`src/core/cxe_regs.vh`:
```
`ifndef CXE_REGS_VH
`define CXE_REGS_VH
// opcode fields
`define CXE_CMP_OPC      7'h31
`define CXE_CMP_OPC_MSB  15
`define CXE_CMP_OPC_LSB  9
`define CXE_XOR_OPC      6'h06
`define CXE_XOR_OPC_MSB  15
`define CXE_XOR_OPC_LSB  10
`define CXE_DEST_BIT     9
`define CXE_BANK_BIT     8
// highest file address that goes indexed in extended mode
`define CXE_INDEX_LIMIT  8'h5F
// access bank: addresses below 0x60 from bank 0, 0x60 and up from the special bank
`define CXE_ACC_SPLIT    8'h60
`define CXE_SFR_BANK     4'hF
`define CXE_NOP_WORD     16'h0000
// phase codes of one instruction cycle
`define CXE_Q1           2'h0
`define CXE_Q2           2'h1
`define CXE_Q3           2'h2
`define CXE_Q4           2'h3
`endif

```
`src/core/cxe_phase_gen.v`:
```
`timescale 1ns/1ps
module cxe_phase_gen (
   mclk,
   reset_n,
   phase,
   cycleStart
);
`include "cxe_regs.vh"
   input  wire       mclk;
   input  wire       reset_n;
   output reg  [1:0] phase;
   output reg        cycleStart;

   // four clocks make one instruction cycle
   always @(posedge mclk or negedge reset_n) begin
      if (!reset_n) begin
         phase      <= `CXE_Q1;
         // the first edge after release is a decode edge, so the strobe starts high
         cycleStart <= 1'b1;
      end else begin
         phase      <= phase + 2'h1;
         cycleStart <= (phase == `CXE_Q4);
      end
   end
endmodule

```
`src/core/cxe_exec_core.v`:
```
`timescale 1ns/1ps
module cxe_exec_core (
   mclk,
   reset_n,
   instrWord,
   instrValid,
   nextIsTwoWord,
   extendedEnable,
   bankSelector,
   indexBase,
   fileReadData,
   fileAddr,
   fileRead,
   fileWriteData,
   fileWrite,
   accumulator,
   flagNegative,
   flagZero,
   skipActive,
   instrDone
);
`include "cxe_regs.vh"
   parameter ADDR_W = 12;
   input  wire              mclk;
   input  wire              reset_n;
   input  wire [15:0]       instrWord;
   input  wire              instrValid;
   input  wire              nextIsTwoWord;
   input  wire              extendedEnable;
   input  wire [3:0]        bankSelector;
   input  wire [ADDR_W-1:0] indexBase;
   input  wire [7:0]        fileReadData;
   output reg  [ADDR_W-1:0] fileAddr;
   output reg               fileRead;
   output reg  [7:0]        fileWriteData;
   output reg               fileWrite;
   output reg  [7:0]        accumulator;
   output reg               flagNegative;
   output reg               flagZero;
   output reg               skipActive;
   output reg               instrDone;

   wire [1:0] phase;
   wire       cycleStart;

   cxe_phase_gen i_cxe_phase_gen (
      .mclk       (mclk),
      .reset_n    (reset_n),
      .phase      (phase),
      .cycleStart (cycleStart)
   );

   reg  [15:0] opcode_reg;
   reg         opValid_reg;
   reg  [1:0]  skipLeft_reg;
   reg  [7:0]  result_reg;
   reg         skipPend_reg;

   wire isCmp = (opcode_reg[`CXE_CMP_OPC_MSB:`CXE_CMP_OPC_LSB] == `CXE_CMP_OPC);
   wire isXor = (opcode_reg[`CXE_XOR_OPC_MSB:`CXE_XOR_OPC_LSB] == `CXE_XOR_OPC);
   wire destFile = opcode_reg[`CXE_DEST_BIT];
   wire bankBit  = opcode_reg[`CXE_BANK_BIT];
   wire [7:0] fAddr = opcode_reg[7:0];

   // addressing mode of the current word; the bank bit wins over everything
   localparam MODE_LOW   = 2'h0;
   localparam MODE_HIGH  = 2'h1;
   localparam MODE_INDEX = 2'h2;
   localparam MODE_BANK  = 2'h3;
   reg [1:0] addrMode;
   always @* begin
      if (bankBit) begin
         addrMode = MODE_BANK;
      end else if (extendedEnable && (fAddr <= `CXE_INDEX_LIMIT)) begin
         addrMode = MODE_INDEX;
      end else if (fAddr < `CXE_ACC_SPLIT) begin
         addrMode = MODE_LOW;
      end else begin
         addrMode = MODE_HIGH;
      end
   end

   // effective data address
   reg [ADDR_W-1:0] effAddr;
   always @* begin
      case (addrMode)
         MODE_BANK: begin
            effAddr = {bankSelector, fAddr};
         end
         MODE_INDEX: begin
            // the index base wraps silently at the top of data memory
            effAddr = indexBase + {{(ADDR_W-8){1'b0}}, fAddr};
         end
         MODE_HIGH: begin
            effAddr = {`CXE_SFR_BANK, fAddr};
         end
         default: begin
            effAddr = {4'h0, fAddr};
         end
      endcase
   end

   wire [7:0] xorVal = accumulator ^ fileReadData;
   wire       equal  = (fileReadData == accumulator);
   // only the two known opcodes take part; any other word runs as a silent cycle
   wire       live   = opValid_reg && (isCmp || isXor);
   wire       inQ2   = (phase == `CXE_Q2);
   wire       inQ3   = (phase == `CXE_Q3);
   wire       inQ4   = (phase == `CXE_Q4);

   // word latch: a word owed to a skip is dropped before it can reach the file port
   always @(posedge mclk or negedge reset_n) begin
      if (!reset_n) begin
         opcode_reg  <= `CXE_NOP_WORD;
         opValid_reg <= 1'b0;
      end else if (cycleStart) begin
         if (skipLeft_reg != 2'h0) begin
            opValid_reg <= 1'b0;
         end else begin
            opcode_reg  <= instrWord;
            opValid_reg <= instrValid;
         end
      end
   end

   // skip counter: armed at Q4 of an equal compare, spent one per cycle start
   always @(posedge mclk or negedge reset_n) begin
      if (!reset_n) begin
         skipLeft_reg <= 2'h0;
      end else if (cycleStart) begin
         if (skipLeft_reg != 2'h0) begin
            skipLeft_reg <= skipLeft_reg - 2'h1;
         end
      end else if (inQ4 && live && skipPend_reg) begin
         // the next word is not decoded here, so the fetch side flags its size
         skipLeft_reg <= nextIsTwoWord ? 2'h2 : 2'h1;
      end
   end

   // stands for every no-op cycle of a taken skip
   always @(posedge mclk or negedge reset_n) begin
      if (!reset_n) begin
         skipActive <= 1'b0;
      end else if (cycleStart) begin
         skipActive <= (skipLeft_reg != 2'h0);
      end
   end

   // read side of the file port: address and strobe at Q2
   always @(posedge mclk or negedge reset_n) begin
      if (!reset_n) begin
         fileAddr <= {ADDR_W{1'b0}};
         fileRead <= 1'b0;
      end else begin
         fileRead <= inQ2 && live;
         if (inQ2 && live) begin
            fileAddr <= effAddr;
         end
      end
   end

   // write side: only an xor with the file destination writes back
   always @(posedge mclk or negedge reset_n) begin
      if (!reset_n) begin
         fileWriteData <= 8'h00;
         fileWrite     <= 1'b0;
      end else begin
         fileWrite <= inQ4 && live && isXor && destFile;
         if (inQ4 && live && isXor && destFile) begin
            fileWriteData <= result_reg;
         end
      end
   end

   // result and compare outcome are caught at Q3, while the read byte is valid
   always @(posedge mclk or negedge reset_n) begin
      if (!reset_n) begin
         result_reg   <= 8'h00;
         skipPend_reg <= 1'b0;
      end else if (inQ3) begin
         skipPend_reg <= live && isCmp && equal;
         if (live && isXor) begin
            result_reg <= xorVal;
         end
      end
   end

   always @(posedge mclk or negedge reset_n) begin
      if (!reset_n) begin
         accumulator <= 8'h00;
      end else if (inQ4 && live && isXor && !destFile) begin
         accumulator <= result_reg;
      end
   end

   // flags follow the xor result whatever its destination; compare leaves them alone
   always @(posedge mclk or negedge reset_n) begin
      if (!reset_n) begin
         flagNegative <= 1'b0;
         flagZero     <= 1'b0;
      end else if (inQ4 && live && isXor) begin
         flagNegative <= result_reg[7];
         flagZero     <= (result_reg == 8'h00);
      end
   end

   // one pulse per finished compare, xor or skip; a skipped two-word pair pulses once, at its end
   always @(posedge mclk or negedge reset_n) begin
      if (!reset_n) begin
         instrDone <= 1'b0;
      end else begin
         instrDone <= inQ4 && (live || (skipActive && (skipLeft_reg == 2'h0)));
      end
   end
endmodule

```
`config.mk`:
```
export PLATFORM = sky130hd
export DESIGN_NAME = cxe_exec_core
export DESIGN_NICKNAME = d
export VERILOG_FILES = /design/src/core/cxe_phase_gen.v /design/src/core/cxe_exec_core.v
export VERILOG_INCLUDE_DIRS = /design/src /design/src/core
export SDC_FILE = /design/constraint.sdc
export NUM_CORES = 1
export LEC_CHECK = 0
export BUFFER_PORTS_ARGS = -buffer_cell sky130_fd_sc_hd__buf_2
export CORE_MARGIN = 1
export CORE_UTILIZATION = 40
export DETAILED_ROUTE_END_ITERATION = 8
export PLACE_DENSITY = 0.66
export SETUP_SLACK_MARGIN = 0.5
export SLEW_MARGIN = 30
export SYNTH_ARGS = -nofsm -noshare
export SYNTH_HDL_FRONTEND = slang
export SYNTH_SLANG_ARGS = --single-unit
```
`constraint.sdc`:
```
create_clock -name mclk -period 2.4 [get_ports mclk]
set_input_delay 0.24 -clock mclk [delete_from_list [all_inputs] [get_ports mclk]]
set_output_delay 0.24 -clock mclk [all_outputs]
set_load 0.02 [all_outputs]
```
# After elaboration in Yosys (flattened, before gate mapping)

Index checks and enable logic that the tools add are counted.

Register bits after elaboration: 65
Output and inout port bits: 34
Logic and storage cells: 65

Add/sub/neg operators: 3
$lt $le $gt $ge: 2
Equal/unequal tests: 10
Multiplexer cells: 9
Bitwise logic cells: 2
Reduce and logical (&&, ||, !) cells: 23

Operators with widths:

| kind                  | number |
|---|---|
| $pmux W12 S3          | 1 |
| $logic_and A1 B1 Y1   | 13 |
| $add A12 B8 Y12       | 1 |
| $mux W2               | 6 |
| $eq A2 B2 Y1 const B  | 4 |
| $eq A8 B8 Y1          | 1 |
| $le A8 B7 Y1 const B  | 1 |
| $logic_not A8 Y1      | 1 |
| $lt A8 B7 Y1 const B  | 1 |
| $xor A8 B8 Y8         | 1 |
| $eq A7 B6 Y1 const B  | 1 |
| $eq A6 B3 Y1 const B  | 1 |
| $reduce_and A2 Y1     | 3 |
| $eq A2 B1 Y1 const B  | 2 |
| $reduce_bool A2 Y1    | 2 |
| $add A2 B1 Y2 const B | 1 |
| $logic_not A2 Y1      | 1 |
| $logic_or A1 B1 Y1    | 2 |
| $mux W1               | 2 |
| $ne A2 B2 Y1 const B  | 1 |
| $sub A2 B1 Y2 const B | 1 |
| $logic_not A1 Y1      | 1 |
| $not A1 Y1            | 1 |

# Logic depth before layout (Yosys ltp)

Gate-level depths: netlist of run 1.

Depth after elaboration: 7
Mapped depth: 7
Gate-level depth less buffers: 7

# Hierarchy

A second synthesis of run 1 with hierarchy kept.

Cell total of the unflattened synthesis: 279
Area, all modules: 3198.1 um2

Modules (own cells, without submodules):

| module        | times used | cells each | area each (um2) | seq. area each (um2) |
|---|---|---|---|---|
| cxe_exec_core | 1          | 274        | 3105.5          | 1551.5 |
| cxe_phase_gen | 1          | 5          | 92.6            | 76.3 |

# Worst setup path after synthesis of run 1

No wires, ideal clock.

Kind: flip-flop to flip-flop
From: register opcode_reg[7]
To: register fileAddr[9]
Setup time: 0.081 ns
Arrival: 1.997 ns
Required time: 2.319 ns
Setup slack: 0.321 ns
Cell stages (with the launch flop): 7
Path buffers: 0
Clock period less this slack: 2.079 ns
Cells stage by stage: dfrtp_1 -> ha_1 -> nand2_2 -> or4_4 -> and3b_1 -> or3_1 -> a31oi_2

Longest elaborated chain between the ends: 6
Elaborated cells between the ends (all ways): 11

RTL lines:

| element                                                       | line                                   | RTL |
|---|---|---|
| from (decl)                                                   | cxe_exec_core.v:53                     | `reg [15:0] opcode_reg;` |
| from (signal assigned)                                        | cxe_exec_core.v:114                    | `` opcode_reg <= `CXE_NOP_WORD; `` |
| from (signal assigned)                                        | cxe_exec_core.v:120                    | `opcode_reg <= instrWord;` |
| $lt A8 B7 Y1 (no line) / $le A8 B7 Y1 (equally long branches) | --                                     |  |
| $mux W1 / $logic_and A1 B1 Y1 (equally long branches)         | cxe_exec_core.v:76, cxe_exec_core.v:74 |  |
| $mux W2                                                       | cxe_exec_core.v:74                     | `` end else if (extendedEnable && (fAddr <= `CXE_INDEX_LIMIT)) begin `` |
| $mux W2                                                       | cxe_exec_core.v:72                     | `if (bankBit) begin` |
| $eq A2 B1 Y1 / $eq A2 B2 Y1 (equally long branches)           | cxe_exec_core.v:86                     | `case (addrMode)` |
| $pmux W12 S3 (*)                                              | cxe_exec_core.v:86                     |  |
| to (signal assigned)                                          | cxe_exec_core.v:152                    | `fileAddr <= {ADDR_W{1'b0}};` |
| to (signal assigned)                                          | cxe_exec_core.v:157                    | `fileAddr <= effAddr;` |
| to (decl)                                                     | cxe_exec_core.v:33                     | `output reg [ADDR_W-1:0] fileAddr;` |

Every way passes the cells marked *; elsewhere a longest branch is shown, timed or not.
A chain may end at the register's enable or synchronous reset.

# Worst setup path after layout of run 1

From: register opcode_reg[6]
To: register fileAddr[9]

Same word-level chain as after synthesis.

==> reports/metrics.csv, run 1 <==
stage,metric,value,unit
status,status,"complete, no violations",
drt,Avg WL per Cell,15.0,um
power_and_ir_drop,Lkg Pwr,2.06,nW
layout,Filler Cells Inserted,684,
floorplanning,Initial Util,41.1,%
power_and_ir_drop,Sw Pwr,0.678,mW
logic_synthesis,mean post-synth cell area,11.6,um^2
global_route,largest net degree at the start of global routing,66,
setup_path,CP required,2.67,ns
power_and_ir_drop,sw frac,24.2,%
place,# port buffers,78,
layout,max FFs per register,16,
logic_synthesis,Synth async-reset ratio,100,%
logic_synthesis,"FF+latch count, synth",65,
clock_network,Clock Tree Root,clkbuf_8,
logic_synthesis,Synth Warn #,0,
logic_synthesis,Post-Synthesis Cell Area,0.00316,mm^2
power_and_ir_drop,share of power burned in registers,42.2,%
sta,clock period minus worst slack,2.02,ns
global_route,initial antenna violation count,0,
logic_synthesis,synth unique cells,45,
setup_path,critical path type,reg2reg,
setup_path,worst path arrival time,2.29,ns
floorplanning,DIE AREA,0.00826,mm^2
clock_network,H-tree levels,3,
clock_network,clk_lat worst skew,0.34,ns
sta,period utilization,84.2,%
drt,1st-pass router iterations,4,
sta,"Hold Vio Cnt, Final",0,
power_and_ir_drop,Internal,2.13,mW
layout,FF/Latch Area,0.00163,mm^2
layout,area of the multi-input gates,0.00163,mm^2
logic_synthesis,"EDFF count, synth",0,
power_and_ir_drop,PwrDens,649,mW/mm^2
sta,Max Fclk,0.495,GHz
sta,slew at the pin closest to its max-slew limit,0.821,ns
setup_path,Reg-to-Reg Start,opcode_reg[6],
layout,Area Overhead vs Synth,36.8,%
logic_synthesis,Post-synth top cells,"64 x dfrtp_1, 34 x mux2_2, 19 x a21oi_1, 18 x nand2_1, 15 x o21ai_0",
layout,# diodes,0,
drt,drt drc,0,
logic_synthesis,leading area contributor after synthesis,dfrtp_1,
clock_network,total clock sinks,65,
min_path,Hold Crit Class,in2async,
clock_network,CTS tree,done,
global_route,total track usage,19.4,%
floorplanning,Core ar.,0.00769,mm^2
layout,fraction of layout cells with a size suffix above 1,47.2,%
clock_network,Max Buffers Root-to-Sink,2,
power_and_ir_drop,worst vdd ir,0.000307,V
floorplanning,num rows,32,
sta,RSZ-0062 raised after global routing,yes,
drt,Initial DRC Count,61,
setup_path,CP endpoint kind,register,
setup_path,Critical Path Source Type,register,
global_route,vias in the first global route,2625,
sta,Setup TNS,0,ns
floorplanning,die width,90.9,um
place,Setup WS pre-CTS,0.303,ns
sta,Setup Viol. Count Final,0,
sta,Final Skew,0.00477,ns
run,maxcap violations,0,
place,GPL Wtd Cong,0.840,
setup_path,Worst R2R End,fileAddr[9],
drt,final WL,7360,um
drt,"antenna viol nets, final",0,
setup_path,"Max FO, Critical Path",3,
logic_synthesis,Gate Count Post-Synth,272,
sta,setup ws final,0.379,ns
power_and_ir_drop,combinational power share,13.7,%
clock_network,Clock transition at path regs,0.07,ns
setup_path,r2r worst-path depth,6,
sta,Pins Over Slew Limit,0,
drt,via count,2555,
setup_path,flop-to-flop setup slack,0.38,ns
drt,vias per inst,5.19,
sta,max_slew headroom,45.3,%
floorplanning,die extent in y,90.9,um
logic_synthesis,Main synth FF type,dfrtp_1,
logic_synthesis,synth top area cells,"dfrtp_1 51%, mux2_2 12%, ha_1 4.8%",
clock_network,CTS buffer count,9,
floorplanning,I/O Pins,79,
logic_synthesis,Synth top area share,50.7,%
global_route,first-pass GRT wire length,12400,um
power_and_ir_drop,Clk pwr share,44.1,%
layout,final net count,443,
place,hpwl dp,4920,um
logic_synthesis,Mapped Nets,330,
logic_synthesis,most frequent cell after synthesis,dfrtp_1,
global_route,grt ovf,0,
logic_synthesis,post-synthesis sequential area ratio,51.5,%
[critical path, stage by stage (launching register included)]
cell and delay, ns:
dfrtp_2 0.43, ha_4 0.29, nand2_4 0.04, or4_4 0.54, and3b_1 0.17, or3_1 0.31, a31oi_2 0.16
[power by group through the flow]
stage	Combinational (mW)	Sequential [mW]	Clock [mW]
finish	0.385	1.18	1.24
global route	0.423	1.19	1.32
CTS	0.365	1.18	1.27
detailed placement	0.326	1.20	0
global placement	0.320	1.20	0
floorplan	0.182	1.21	0
[metrics by stage]
step | utilization [%] | cells | hold WS [ns] | area (um^2) | power (mW)
6_report | 56.2 | 492 | 0.0752 | 4320 | 2.80
3_3_place_gp | 48.9 | 452 | 0.460 | 3760 | 1.52
3_5_place_dp | 48.9 | 452 | 0.476 | 3760 | 1.53
4_1_cts | 55.1 | 487 | 0.102 | 4230 | 2.82
2_1_floorplan | - | 272 | -0.0556 | 3220 | 1.40
5_1_grt | 56.2 | 492 | 0.116 | 4320 | 2.93
[cell families (layout without fill, tap and decap cells)]
| kind of cell | after synthesis | in the layout | share of synthesized area, % |
|---|---|---|---|
| XOR/XNOR | 15 | 15 | 4.16 |
| AND/OR/NAND/NOR | 57 | 57 | 9.27 |
| adder cells (fa/ha/maj) | 13 | 13 | 5.39 |
| flip-flops | 65 | 65 | 51.5 |
| AO/OA/AOI/OAI | 61 | 61 | 12.3 |
| multiplexers | 44 | 44 | 15.3 |
| buffers and inverters | 17 | 135 | 2.10 |
[cell usage in the layout (no fill, tap or decap), drive strengths merged, types with 3 or more instances in the layout]
master	count
mux2	34
nand3	8
nand4	5
buf	107
nor4	3
clkbuf	9
clkinv	3
o21ai	18
a211oi	5
mux2i	10
xor2	4
a21o	5
nor2	11
bufinv	4
o211ai	3
inv	12
xnor2	11
dfrtp	64
ha	12
a21oi	19
nand2	20
[what timing repair did]
item,4_1_cts,5_1_grt
setup endpoints to repair,15,24
hold endpoints to repair,0,0
hold buffers,0,0
buffers inserted,19,5
gates resized for setup,11,12
pin swaps,13,11
[layer usage]
layer  routed length, um  vias to the layer above  GRT usage, %
li1                    -                     1214             -
met4                 106                        0          8.47
met2                3650                       88          32.5
met3                 399                       11          3.87
met5                   0                        -             0
met1                3200                     1242          24.3
[worst max path at each step]
stage                   from  slack, ns           to  depth (start not counted)
6_report       opcode_reg[6]       0.38  fileAddr[9]                          6
2_1_floorplan  opcode_reg[7]       0.40  fileAddr[9]                          6
3_5_place_dp   opcode_reg[0]       0.30  fileAddr[8]                          7
3_3_place_gp   opcode_reg[6]       0.35  fileAddr[9]                          6
4_1_cts        opcode_reg[3]       0.38  fileAddr[9]                          6
5_1_grt        opcode_reg[6]       0.32  fileAddr[9]                          6
[area by class of cell]
| type | count | area share, % |
|---|---|---|
| inverters | 12 | 1.04 |
| flip-flops and latches | 65 | 37.7 |
| repair buffers | 107 | 14.4 |
| clock buffers | 9 | 2.87 |
| clock inverters | 7 | 3.30 |
| multi-input cells | 190 | 37.7 |
| well taps | 102 | 2.95 |
Note: power is estimated with default switching activity, not from simulation.
==> run 2, diff against run 1 <==
==> constraint.sdc (replaced) <==
create_clock -name mclk -period 1.9 [get_ports mclk]
set_input_delay 0.19 -clock mclk [delete_from_list [all_inputs] [get_ports mclk]]
set_output_delay 0.19 -clock mclk [all_outputs]
set_load 0.02 [all_outputs]
==> run 2 against run 1 <==
Compared with the run above: the run now ends with negative setup slack left; global-route usage up 1.5 points; design area up 11%; clock power up 5%; wire length up 9.5%; register-to-register slack worse by 0.51 ns; largest cell class is now multi-input gates; highest routed layer unchanged.
==> reports/metrics.csv, run 2 (synthesis gave the netlist of run 1 again) <==
stage,metric,value,unit
place,GPL Wtd Cong,0.840,
setup_path,r2r worst-path depth,6,
drt,"antenna viol nets, final",0,
layout,area of the multi-input gates,0.00191,mm^2
sta,"Hold Vio Cnt, Final",0,
layout,post-route insts no fill,510,
clock_network,CTS tree,done,
min_path,hold_sp,instrWord[9],
sta,setup ws final,-0.130,ns
clock_network,H-tree levels,3,
layout,Filler Cells Inserted,633,
power_and_ir_drop,share of power burned in registers,44.8,%
setup_path,flop-to-flop setup slack,-0.13,ns
sta,Max Fclk,0.493,GHz
drt,1st-pass router iterations,4,
clock_network,Max Buffers Root-to-Sink,2,
place,# port buffers,78,
floorplanning,DIE AREA,0.00826,mm^2
power_and_ir_drop,Lkg Pwr,2.20,nW
layout,# diodes,0,
setup_path,Worst R2R End,fileAddr[9],
clock_network,clk_lat worst skew,0.35,ns
min_path,Hold Crit Class,in2reg,
global_route,vias in the first global route,2678,
sta,tightest hold margin,0.0723,ns
min_path,Hold Crit Depth,2,
setup_path,"Cell Chain, Critical Path",ha_4 > nand2_4 > or4_4 > and3b_1 > or3_1 > a31oi_2,
power_and_ir_drop,Internal,2.46,mW
layout,"Design Area, Final",0.00478,mm^2
power_and_ir_drop,combinational power share,16.5,%
sta,slew at the pin closest to its max-slew limit,0.524,ns
setup_path,CP required,2.16,ns
place,placed insts,476,
layout,final net count,461,
drt,Initial DRC Count,110,
sta,clock period minus worst slack,2.03,ns
power_and_ir_drop,Final Power,3.35,mW
setup_path,"Max FO, Critical Path",3,
status,failing checks,negative setup slack,
clock_network,CTS buffer count,9,
global_route,initial antenna violation count,0,
drt,via count,2619,
drt,vias per inst,5.14,
layout,max FFs per register,16,
sta,Setup TNS,-0.163,ns
global_route,first-pass GRT wire length,13300,um
floorplanning,Initial Util,41.1,%
setup_path,worst path arrival time,2.29,ns
floorplanning,die extent in y,90.9,um
power_and_ir_drop,PwrDens,701,mW/mm^2
floorplanning,I/O Pins,79,
setup_path,Critical Path Source Type,register,
setup_path,crit path buf inv count,0,
layout,Area Overhead vs Synth,51.4,%
layout,most frequent cells in the layout,"78 x buf_2, 62 x dfrtp_1, 26 x buf_4, 18 x mux2_4, 16 x mux2_2",
power_and_ir_drop,sw frac,26.6,%
drt,final WL,8060,um
power_and_ir_drop,worst vdd ir,0.000375,V
layout,FF/Latch Area,0.00163,mm^2
run,maxcap violations,0,
floorplanning,num rows,32,
power_and_ir_drop,Sw Pwr,0.891,mW
setup_path,Reg-to-Reg Start,opcode_reg[6],
setup_path,CP endpoint kind,register,
layout,"most common cell after layout, fill and taps aside",buf_2,
global_route,largest net degree at the start of global routing,66,
drt,drt drc,0,
global_route,grt ovf,0,
status,status,"finished, violations left",
sta,period utilization,107,%
min_path,Worst Hold Path EP,opcode_reg[9],
setup_path,Slowest cell on crit path,or4_4,
sta,Final Skew,0.00615,ns
drt,Avg WL per Cell,15.8,um
setup_path,critical path type,reg2reg,
sta,RSZ-0062 raised after global routing,yes,
sta,Pins Over Slew Limit,0,
place,hpwl dp,5320,um
sta,max_slew headroom,65.0,%
floorplanning,die width,90.9,um
clock_network,Clock Tree Root,clkbuf_8,
setup_path,crit-path max cell delay,0.54,ns
floorplanning,Core ar.,0.00769,mm^2
setup_path,crit-path leading delay family,simple AND/OR/NAND/NOR gates,
place,Setup WS pre-CTS,-0.101,ns
sta,Setup Viol. Count Final,2,
place,Placed Area,0.00407,mm^2
clock_network,total clock sinks,65,
layout,fraction of layout cells with a size suffix above 1,56.9,%
clock_network,Clock transition at path regs,0.08,ns
global_route,total track usage,20.9,%
layout,"Core Util, Final",62.2,%
power_and_ir_drop,Clk pwr share,38.7,%
-- run 2: power by group through the flow --
| stage | Combinational (mW) | Sequential, mW | Clock [mW] |
|---|---|---|---|
| 4_1_cts | 0.522 | 1.50 | 1.34 |
| 6_report | 0.552 | 1.50 | 1.30 |
| 5_1_grt | 0.608 | 1.51 | 1.39 |
| 3_3_place_gp | 0.473 | 1.52 | 0 |
| 3_5_place_dp | 0.479 | 1.52 | 0 |
| 2_1_floorplan | 0.250 | 1.54 | 0 |
-- run 2: final cells by class --
type | instances | area share, %
repair buffers | 123 | 17.7
multi-input cells | 192 | 40.0
flip-flops and latches | 65 | 34.1
clock buffers | 9 | 2.59
well taps | 102 | 2.67
clock inverters | 7 | 1.99
inverters | 12 | 0.942
-- run 2: worst max path at each step --
stage / startpoint / end / slack (ns) / cells past startpoint
2_1_floorplan: opcode_reg[7] / fileAddr[9] / -0.1 / 6
3_3_place_gp: opcode_reg[7] / fileAddr[9] / -0.07 / 6
3_5_place_dp: opcode_reg[4] / fileAddr[9] / -0.10 / 6
4_1_cts: opcode_reg[3] / fileAddr[9] / -0.11 / 6
5_1_grt: opcode_reg[7] / fileAddr[9] / -0.20 / 6
6_report: opcode_reg[6] / fileAddr[9] / -0.13 / 6
-- run 2: per-layer routing --
layer	vias to the layer above	global-route usage [%]	wire, um	part of all wire (%)
li1	1255	-	-	-
met1	1277	28.0	3600	45
met2	77	33.2	3900	48
met3	10	4.80	435	5.4
met4	0	7.28	135	1.7
met5	-	0	0	0
-- run 2: worst reg2reg max path: cells and delay by family, from the launching register on --
| kind | cells | cell delay, ns |
|---|---|---|
| simple gates | 4 | 1.10 |
| compound gates | 1 | 0.15 |
| fa+ha+maj | 1 | 0.29 |
| flops | 1 | 0.41 |
-- run 2: what timing repair did --
item,4_1_cts,5_1_grt
setup endpoints to repair,59,55
hold buffers,1,0
cloned,3,0
buffers inserted,8,6
endpoints found under the hold margin,64,0
pin swaps,14,16
gates resized for setup,49,28
